File: config.mk
export PLATFORM = sky130hd
export DESIGN_NAME = sfrwg_top
export DESIGN_NICKNAME = d
export VERILOG_FILES = /design/src/shared/sfrwg_pkg.sv /design/src/shared/sfrwg_dec_if.sv /design/src/rtl/sfrwg_decode.sv /design/src/rtl/sfrwg_top.sv
export VERILOG_INCLUDE_DIRS = /design/src /design/src/shared
export SDC_FILE = /design/constraint.sdc
export NUM_CORES = 1
export LEC_CHECK = 0
export BUFFER_PORTS_ARGS = -buffer_cell sky130_fd_sc_hd__buf_2
export CORE_MARGIN = 2
export CORE_UTILIZATION = 45
export CTS_CLUSTER_SIZE = 12
export DETAILED_ROUTE_END_ITERATION = 16
export PLACE_DENSITY = 0.71
export SETUP_SLACK_MARGIN = 0.05
export SLEW_MARGIN = 20
export SYNTH_ARGS = -nofsm -noshare
export SYNTH_HDL_FRONTEND = slang
export SYNTH_HIERARCHICAL = 1
export SYNTH_SLANG_ARGS = --single-unit
File: constraint.sdc
create_clock -name i_mclk -period 1.5 [get_ports i_mclk]
set_input_delay 0 -clock i_mclk [delete_from_list [all_inputs] [get_ports i_mclk]]
set_output_delay 0 -clock i_mclk [all_outputs]
set_load 0.005 [all_outputs]
File: src/shared/sfrwg_consts.svh
// Purpose: offsets, bit positions, reset values of the sfr write guard block
// Assumes: sfr addresses are 8 bits, privileged page shares the address space
// Notes:   definitions only
`ifndef SFRWG_CONSTS_SVH
`define SFRWG_CONSTS_SVH

// privileged page registers
`define SFRWG_ADDR_GUARD        8'h48
`define SFRWG_ADDR_DEVCTL       8'h4c
// guarded registers, same address on every page
`define SFRWG_ADDR_POWER_FIRST  8'h87
`define SFRWG_ADDR_POWER_SECOND 8'h97
`define SFRWG_ADDR_CLOCK_FIRST  8'hc7
`define SFRWG_ADDR_WATCHDOG     8'he1
`define SFRWG_ADDR_PORT_FOUR    8'he8
`define SFRWG_ADDR_PORT_SIX     8'hf8

// guard bit positions
`define SFRWG_BIT_POWER_ZERO_GUARD 0
`define SFRWG_BIT_POWER_ONE_GUARD  1
`define SFRWG_BIT_CLOCK_REG_GUARD  2
`define SFRWG_BIT_WATCHDOG_GUARD   4
`define SFRWG_BIT_PORT_FOUR_GUARD  5
`define SFRWG_BIT_PORT_SIX_GUARD   6

// device control bit positions
`define SFRWG_BIT_HIGH_SPEED       7
`define SFRWG_BIT_APP_DATA_ONLY    6
`define SFRWG_BIT_ULTRA_SPEED      5
`define SFRWG_BIT_PORT_RESET_SCOPE 2
`define SFRWG_BIT_RESET_PIN_SEL    1
`define SFRWG_BIT_DEBUG_EN         0
`define SFRWG_DEVCTL_RD_MASK       8'he7

// reset values
`define SFRWG_RST_GUARD        8'h00
`define SFRWG_RST_DEVCTL       8'h83
`define SFRWG_RST_POWER_FIRST  8'h10
`define SFRWG_RST_POWER_SECOND 8'h00
`define SFRWG_RST_CLOCK_FIRST  8'h00
`define SFRWG_RST_WATCHDOG     8'h00
`define SFRWG_RST_PORT_FOUR    8'hff
`define SFRWG_RST_PORT_SIX     8'hff

`endif

File: src/shared/sfrwg_pkg.sv
// Purpose: shared types of the sfr write guard block
// Assumes: nothing
// Notes:   constants live in sfrwg_consts.svh
package sfrwg_pkg;
   typedef logic [7:0] sfrwg_byte_t;
   // index of each guarded register in the target array
   typedef enum logic [2:0] {
      SFRWG_G_POWER_FIRST,
      SFRWG_G_POWER_SECOND,
      SFRWG_G_CLOCK_FIRST,
      SFRWG_G_WATCHDOG,
      SFRWG_G_PORT_FOUR,
      SFRWG_G_PORT_SIX
   } sfrwg_gidx_t;
   localparam int SFRWG_NGUARD = 6;
endpackage : sfrwg_pkg

File: src/shared/sfrwg_dec_if.sv
// Purpose: decoded strobes from the address decoder to the register bank
// Assumes: one clock, strobes are combinational within the cycle
// Notes:   g_* bits are indexed by sfrwg_pkg::sfrwg_gidx_t
`timescale 1ns/10ps
`default_nettype none
interface sfrwg_dec_if;
   logic [5:0] g_hit;
   logic [5:0] g_we;
   logic       guard_hit;
   logic       guard_we;
   logic       devctl_hit;
   logic       devctl_we;
   modport src (output g_hit, output g_we, output guard_hit, output guard_we,
                output devctl_hit, output devctl_we);
   modport dst (input g_hit, input g_we, input guard_hit, input guard_we,
                input devctl_hit, input devctl_we);
endinterface : sfrwg_dec_if
`default_nettype wire

File: src/rtl/sfrwg_decode.sv
// Purpose: address decode and write gating for guarded sfrs
// Assumes: i_guard comes from the register bank on the same clock
// Notes:   purely combinational
`timescale 1ns/10ps
`default_nettype none
`include "sfrwg_consts.svh"
module sfrwg_decode (
   input  wire logic [7:0] i_sfr_addr,
   input  wire logic       i_sfr_page_p,
   input  wire logic       i_sfr_wr,
   input  wire logic [7:0] i_guard,
   sfrwg_dec_if.src        dec
);
   function automatic logic [2:0] guard_pos(input int idx);
      unique case (idx)
         0:       guard_pos = 3'(`SFRWG_BIT_POWER_ZERO_GUARD);
         1:       guard_pos = 3'(`SFRWG_BIT_POWER_ONE_GUARD);
         2:       guard_pos = 3'(`SFRWG_BIT_CLOCK_REG_GUARD);
         3:       guard_pos = 3'(`SFRWG_BIT_WATCHDOG_GUARD);
         4:       guard_pos = 3'(`SFRWG_BIT_PORT_FOUR_GUARD);
         default: guard_pos = 3'(`SFRWG_BIT_PORT_SIX_GUARD);
      endcase
   endfunction : guard_pos

   function automatic logic [7:0] g_addr(input int idx);
      unique case (idx)
         0:       g_addr = `SFRWG_ADDR_POWER_FIRST;
         1:       g_addr = `SFRWG_ADDR_POWER_SECOND;
         2:       g_addr = `SFRWG_ADDR_CLOCK_FIRST;
         3:       g_addr = `SFRWG_ADDR_WATCHDOG;
         4:       g_addr = `SFRWG_ADDR_PORT_FOUR;
         default: g_addr = `SFRWG_ADDR_PORT_SIX;
      endcase
   endfunction : g_addr

   always_comb begin
      for (int i = 0; i < sfrwg_pkg::SFRWG_NGUARD; i++) begin
         dec.g_hit[i] = (i_sfr_addr == g_addr(i));
         // privileged page always writes; ordinary page only when unguarded
         dec.g_we[i]  = i_sfr_wr && dec.g_hit[i] &&
                        (i_sfr_page_p || !i_guard[guard_pos(i)]);
      end
      dec.guard_hit  = i_sfr_page_p && (i_sfr_addr == `SFRWG_ADDR_GUARD);
      dec.guard_we   = i_sfr_wr && dec.guard_hit;
      dec.devctl_hit = i_sfr_page_p && (i_sfr_addr == `SFRWG_ADDR_DEVCTL);
      dec.devctl_we  = i_sfr_wr && dec.devctl_hit;
   end
endmodule : sfrwg_decode
`default_nettype wire

File: src/rtl/sfrwg_top.sv
// Purpose: sfr write guard and device control registers with guarded targets
// Assumes: sfr bus from the core on i_mclk; i_hard_rst qualifies i_rst_b
// Notes:   read data appears one clock after i_sfr_rd
//          blocked writes vanish without a flag; software cannot see them
//          port six may outlive soft resets, so its value after reset is not fixed
//          strobes are ignored while reset is low
//
// Summary of operation
// - port-six guard set: ordinary-page writes to port six latch ignored, reads work.
// - port-four guard set: ordinary-page writes to port four latch ignored.
// - watchdog guard set: watchdog control read-only from ordinary pages.
// - clock guard set: first clock control read-only from ordinary pages.
// - power-one guard set: second power control read-only from ordinary pages.
// - power-zero guard set: first power control read-only from ordinary pages.
// - privileged page always writes every guarded register.
// - high-speed clear means low-power mode, clock up to 6MHz.
// - data-only bit blocks instruction fetch from in-app flash region.
// - ultra-speed bit enables clock above 25MHz, needs high-speed too.
// - scope bit set: port six reset only by hard reset events.
// - reset pin select routes pad to reset input when set.
// - debug enable connects debug interface to its port-four pins.
`timescale 1ns/10ps
`default_nettype none
`include "sfrwg_consts.svh"
module sfrwg_top (
   input  wire logic       i_mclk,
   input  wire logic       i_rst_b,
   input  wire logic       i_hard_rst,
   input  wire logic [7:0] i_sfr_addr,
   input  wire logic       i_sfr_page_p,
   input  wire logic       i_sfr_wr,
   input  wire logic       i_sfr_rd,
   input  wire logic [7:0] i_sfr_wdata,
   output logic      [7:0] o_sfr_rdata,
   output logic      [7:0] o_guard,
   output logic      [7:0] o_power_first,
   output logic      [7:0] o_power_second,
   output logic      [7:0] o_clock_first,
   output logic      [7:0] o_watchdog_ctrl,
   output logic      [7:0] o_port_four,
   output logic      [7:0] o_port_six,
   output logic            o_low_power_mode,
   output logic            o_ultra_speed_en,
   output logic            o_app_exec_en,
   output logic            o_port_reset_scope,
   output logic            o_reset_pin_sel,
   output logic            o_debug_en
);
   localparam int NG = sfrwg_pkg::SFRWG_NGUARD;

   sfrwg_dec_if dec ();

   sfrwg_pkg::sfrwg_byte_t guard_r;
   sfrwg_pkg::sfrwg_byte_t guard_nxt;
   sfrwg_pkg::sfrwg_byte_t devctl_r;
   sfrwg_pkg::sfrwg_byte_t devctl_nxt;
   // one byte per guarded register, indexed by sfrwg_gidx_t
   sfrwg_pkg::sfrwg_byte_t greg_r   [NG];
   sfrwg_pkg::sfrwg_byte_t greg_nxt [NG];
   sfrwg_pkg::sfrwg_byte_t rdata_r;
   sfrwg_pkg::sfrwg_byte_t rdata_nxt;
   logic                   low_power_r;
   logic                   low_power_nxt;
   logic                   ultra_r;
   logic                   ultra_nxt;
   logic                   app_exec_r;
   logic                   app_exec_nxt;

   sfrwg_decode u_decode (
      .i_sfr_addr   (i_sfr_addr),
      .i_sfr_page_p (i_sfr_page_p),
      .i_sfr_wr     (i_sfr_wr),
      .i_guard      (guard_r),
      .dec          (dec)
   );

   function automatic sfrwg_pkg::sfrwg_byte_t greg_rst(input int idx);
      unique case (idx)
         0:       greg_rst = `SFRWG_RST_POWER_FIRST;
         1:       greg_rst = `SFRWG_RST_POWER_SECOND;
         2:       greg_rst = `SFRWG_RST_CLOCK_FIRST;
         3:       greg_rst = `SFRWG_RST_WATCHDOG;
         4:       greg_rst = `SFRWG_RST_PORT_FOUR;
         default: greg_rst = `SFRWG_RST_PORT_SIX;
      endcase
   endfunction : greg_rst

   // guard register: written only through the privileged page
   always_comb begin
      guard_nxt = guard_r;
      // top bit is stored as written; software keeps it zero
      if (dec.guard_we) begin
         guard_nxt = i_sfr_wdata;
      end
      if (!i_rst_b) begin
         guard_nxt = `SFRWG_RST_GUARD;
      end
   end

   always_ff @(posedge i_mclk) begin
      guard_r <= guard_nxt;
   end

   // stored bits four and three are masked out of every read
   function automatic sfrwg_pkg::sfrwg_byte_t devctl_view(input sfrwg_pkg::sfrwg_byte_t v);
      devctl_view = v & `SFRWG_DEVCTL_RD_MASK;
   endfunction : devctl_view

   // device control register
   always_comb begin
      devctl_nxt = devctl_r;
      if (dec.devctl_we) begin
         devctl_nxt = i_sfr_wdata;
      end
      if (!i_rst_b) begin
         devctl_nxt = `SFRWG_RST_DEVCTL;
         // scope bit survives soft resets so it can protect port six
         if (!i_hard_rst) begin
            devctl_nxt[`SFRWG_BIT_PORT_RESET_SCOPE] = devctl_r[`SFRWG_BIT_PORT_RESET_SCOPE];
         end
      end
   end

   always_ff @(posedge i_mclk) begin
      devctl_r <= devctl_nxt;
   end

   // hard resets always clear port six; soft ones only while the scope bit is clear
   function automatic logic port_six_cleared(input logic hard, input logic scope);
      port_six_cleared = hard || !scope;
   endfunction : port_six_cleared

   // guarded targets; a refused write just leaves the value, nothing else moves
   always_comb begin
      for (int i = 0; i < NG; i++) begin
         greg_nxt[i] = greg_r[i];
         if (dec.g_we[i]) begin
            greg_nxt[i] = i_sfr_wdata;
         end
      end
      if (!i_rst_b) begin
         for (int i = 0; i < NG - 1; i++) begin
            greg_nxt[i] = greg_rst(i);
         end
         // no write may slip into a port six that a soft reset keeps
         greg_nxt[sfrwg_pkg::SFRWG_G_PORT_SIX] = greg_r[sfrwg_pkg::SFRWG_G_PORT_SIX];
         if (port_six_cleared(i_hard_rst, devctl_r[`SFRWG_BIT_PORT_RESET_SCOPE])) begin
            greg_nxt[sfrwg_pkg::SFRWG_G_PORT_SIX] = `SFRWG_RST_PORT_SIX;
         end
      end
   end

   always_ff @(posedge i_mclk) begin
      greg_r <= greg_nxt;
   end

   // derived control levels, registered so every output is a flop
   always_comb begin
      low_power_nxt = !devctl_nxt[`SFRWG_BIT_HIGH_SPEED];
      // ultra speed only takes effect together with high speed
      ultra_nxt     = devctl_nxt[`SFRWG_BIT_ULTRA_SPEED] && devctl_nxt[`SFRWG_BIT_HIGH_SPEED];
      app_exec_nxt  = !devctl_nxt[`SFRWG_BIT_APP_DATA_ONLY];
   end

   // derived levels move at the same edge as device control
   always_ff @(posedge i_mclk) begin
      low_power_r <= low_power_nxt;
      ultra_r     <= ultra_nxt;
      app_exec_r  <= app_exec_nxt;
   end

   // read path; unmapped addresses read zero
   // a read beside a write in one cycle returns the old value
   always_comb begin
      rdata_nxt = rdata_r;
      if (i_sfr_rd) begin
         rdata_nxt = 8'h00;
         for (int i = 0; i < NG; i++) begin
            if (dec.g_hit[i]) begin
               rdata_nxt = greg_r[i];
            end
         end
         if (dec.guard_hit) begin
            rdata_nxt = guard_r;
         end
         // reserved bits four and three read as zero
         if (dec.devctl_hit) begin
            rdata_nxt = devctl_view(devctl_r);
         end
      end
      if (!i_rst_b) begin
         rdata_nxt = 8'h00;
      end
   end

   always_ff @(posedge i_mclk) begin
      rdata_r <= rdata_nxt;
   end

   always_comb begin
      o_sfr_rdata        = rdata_r;
      o_guard            = guard_r;
      o_power_first      = greg_r[sfrwg_pkg::SFRWG_G_POWER_FIRST];
      o_power_second     = greg_r[sfrwg_pkg::SFRWG_G_POWER_SECOND];
      o_clock_first      = greg_r[sfrwg_pkg::SFRWG_G_CLOCK_FIRST];
      o_watchdog_ctrl    = greg_r[sfrwg_pkg::SFRWG_G_WATCHDOG];
      o_port_four        = greg_r[sfrwg_pkg::SFRWG_G_PORT_FOUR];
      o_port_six         = greg_r[sfrwg_pkg::SFRWG_G_PORT_SIX];
      o_low_power_mode   = low_power_r;
      o_ultra_speed_en   = ultra_r;
      o_app_exec_en      = app_exec_r;
      o_port_reset_scope = devctl_r[`SFRWG_BIT_PORT_RESET_SCOPE];
      o_reset_pin_sel    = devctl_r[`SFRWG_BIT_RESET_PIN_SEL];
      o_debug_en         = devctl_r[`SFRWG_BIT_DEBUG_EN];
   end
endmodule : sfrwg_top
`default_nettype wire

==> reports/qor.yml <==
r2r_start: "o_guard[6]"
max_slew.worst_pin.slew_ns: 0.3600
io_pins: 92
hold_viol: 0
wl_um: 10780
dp_slack_ns: -0.2297
clk_pin_slew_ns: 0.08
power.density_mw_per_mm2: 777.6
status: "complete, no violations"
cts_sinks: 73
clkLatencyLatePin_ns: 0.35
grt_max_degree: 42
yosys_register_bits: 73
antenna-diode-count: 0
rows: 32
fin_util_pct: 61.55
synth.cell_area_mm2: 0.003652
netlist_instances: 370
min_path_type: "input port to register"
gp_congestion: 0.8991
core_mm2: 0.007807
antenna_found_initial: 0
hold-worst-slack_ns: 0.01326
nets: 526
drt_iter0_drc: 269
routedWlPerCell_um: 17.64
fin_crit_sh_pct: 92.82
synth_ff_type: "dfxtp_1"
drv_slew: 0
final.setup.worst_slack_ns: 0.1077
rsz0062_at_grt: "true"
critPathMaxFanout: 8
reg2reg_to: "o_port_six[1]"
r2r.worst_path.cells: 4
drc_errors: 0
die_area_mm2: 0.008853
yosysUniqueCellTypes: 43
drive_gt1_share_pct: 36.15
path_class: "input port to register"
slew_headroom_pct: 75.38
vdd_drop_max_uv: 629.7
clockBufferDepth: 2
vias: 3404
final_cell_mix: "buf_2, dfxtp_1, nor2b_1"
finalInstanceArea_mm2: 0.004806
final_common_cell: "buf_2"
ant_nets: 0
period_needed_ns: 1.392
first_pass_iters: 5
power_mw: 3.737
setup_viol: 0
postSynth.asyncResetShare_pct: 0
crit_arrival_ns: 1.65
synth_edf_count: 9
holdPathStages: 3
p_leak_nw: 1.872
place_area_mm2: 0.004551
fp.dieW_um: 94.09
critPathLaunchType: "input port"
rrSetupSlack_ns: 0.11
max_freq_mhz: 718.2
finalClockSkew_ns: 0.008369
cts_root_buffer: "clkbuf_8"
cp-end-kind: "register"
vias_per_cell: 5.571
worstHoldEndpoint: "o_port_four[4]"
dp_hpwl_um: 8116
initial_core_util_pct: 46.78
ys_warn_count: 6
syn_avg_cell_area_um2: 9.871
wl_met3_um: 772
overflow: 0
ys_seq_area_share_pct: 42.48
synthToLayoutAreaGrowth_pct: 31.59
htree_levels: 3
min_from: "i_sfr_wdata[4]"
port_buffers: 91
numCtsBuffers: 9
cts_tree: "yes"
maxCapViolCount: 0
grt_pass1_wl_um: 16970
wl_met2_um: 4736
grt_pass1_vias: 3225
die_h_um: 94.09
cp.required_ns: 1.76
topRoutingLayerUsed: "met4"
wl_met1_um: 4998
grt_use_total_pct: 25.07
syn-num-nets: 392
[layer usage]
layer	up-vias	global-route usage, %
li1	1601	-
met4	0	8.454
met1	1632	35.83
met3	20	5.939
met2	151	37.02
met5	-	0
[cell usage after synthesis, types with 2 or more instances]
| library cell | instances | area share, % |
|---|---|---|
| a31oi_1 | 3 | 0.51 |
| mux2i_1 | 49 | 13 |
| nand3_1 | 4 | 0.55 |
| buf_4 | 6 | 1.2 |
| nor4_2 | 2 | 0.69 |
| a211oi_1 | 3 | 0.62 |
| edfxtp_1 | 9 | 7.4 |
| o311a_1 | 3 | 0.82 |
| nor3_2 | 2 | 0.55 |
| mux2_2 | 2 | 0.62 |
| a221o_1 | 3 | 0.82 |
| inv_1 | 14 | 1.4 |
| nand2b_1 | 13 | 2.2 |
| nor2b_1 | 56 | 9.6 |
| a2111oi_2 | 6 | 2.5 |
| dfxtp_1 | 64 | 35 |
| nor3_1 | 17 | 2.3 |
| buf_2 | 4 | 0.55 |
| a311oi_1 | 3 | 0.72 |
| nor3b_1 | 14 | 2.9 |
| clkbuf_1 | 13 | 1.3 |
| a221oi_1 | 6 | 1.4 |
| o21ai_0 | 7 | 0.96 |
| o211ai_1 | 3 | 0.62 |
| nand2_1 | 25 | 2.6 |
| a21oi_1 | 11 | 1.5 |
| nand3b_1 | 2 | 0.41 |
| a21boi_0 | 3 | 0.62 |
| a2111oi_0 | 2 | 0.48 |
| nor2_1 | 2 | 0.21 |
| nand4bb_4 | 2 | 1.5 |
| a2111oi_1 | 3 | 0.82 |
| nand4bb_1 | 2 | 0.62 |
| o22ai_1 | 3 | 0.51 |
[per-stage QoR]
stage	TNS, ns	std cells
final	0	611
after CTS	0	608
after global placement	-2.307	592
after detailed placement	-3.940	592
after global routing	0	611
after floorplan	0	370
[registers in the layout (all words and copies together), names as in the netlist]
name and flops:
devctl_r 6, o_app_exec_en 1, o_clock_first 8, o_guard 8
o_low_power_mode 1, o_port_four 8, o_port_six 8, o_power_first 8
o_power_second 8, o_sfr_rdata 8, o_ultra_speed_en 1, o_watchdog_ctrl 8
[power breakdown]
part           switching (mW)  total [mW]  internal [mW]
clock                   0.794        1.42          0.624
combinational           0.171       0.304          0.133
sequential             0.0172        2.02           2.00
[logic make-up (layout without fill, tap and decap cells)]
| group | Yosys count | after routing | synth area share (%) |
|---|---|---|---|
| compound gates | 59 | 59 | 12.92 |
| flops | 73 | 73 | 42.48 |
| simple gates | 148 | 148 | 25.59 |
| buf+inv | 39 | 178 | 4.967 |
| mux | 51 | 51 | 14.05 |
[worst max-delay path, stage by stage]
cell and delay [ns]:
buf_2 0.12, or3b_4 0.43, nor4_4 0.25, buf_6 0.20, nand3_1 0.11, a21boi_0 0.15, o311a_1 0.14, a311oi_1 0.25
[worst max path at each step]
stage / to / from / slack (ns)
after floorplan: o_sfr_rdata[0] / i_sfr_addr[5] / 0.05
after global placement: o_sfr_rdata[7] / i_sfr_addr[5] / -0.17
after detailed placement: o_sfr_rdata[7] / i_sfr_addr[5] / -0.23
after CTS: o_power_first[7] / o_guard[0] / 0.11
after global routing: o_sfr_rdata[6] / i_sfr_addr[6] / 0.04
final: o_sfr_rdata[7] / i_sfr_addr[5] / 0.11
[what timing repair did]
item                                   4_1_cts  5_1_grt
buffers inserted                             0        1
endpoints found under the hold margin        0        1
hold buffers                                 0        1
setup endpoints to repair                    0       11
resized for setup                            0       10
[area by class of cell]
| class | instances | area, µm² |
|---|---|---|
| multi-input combinational | 258 | 1982 |
| clock inverter | 6 | 47.55 |
| sequential | 73 | 1553 |
| clock buffer | 10 | 127.6 |
| timing repair buffer | 148 | 915.9 |
| fill | 706 | 3002 |
| tap | 102 | 127.6 |
| inverter | 14 | 52.55 |
No activity file was read; power rests on OpenSTA's default activity.
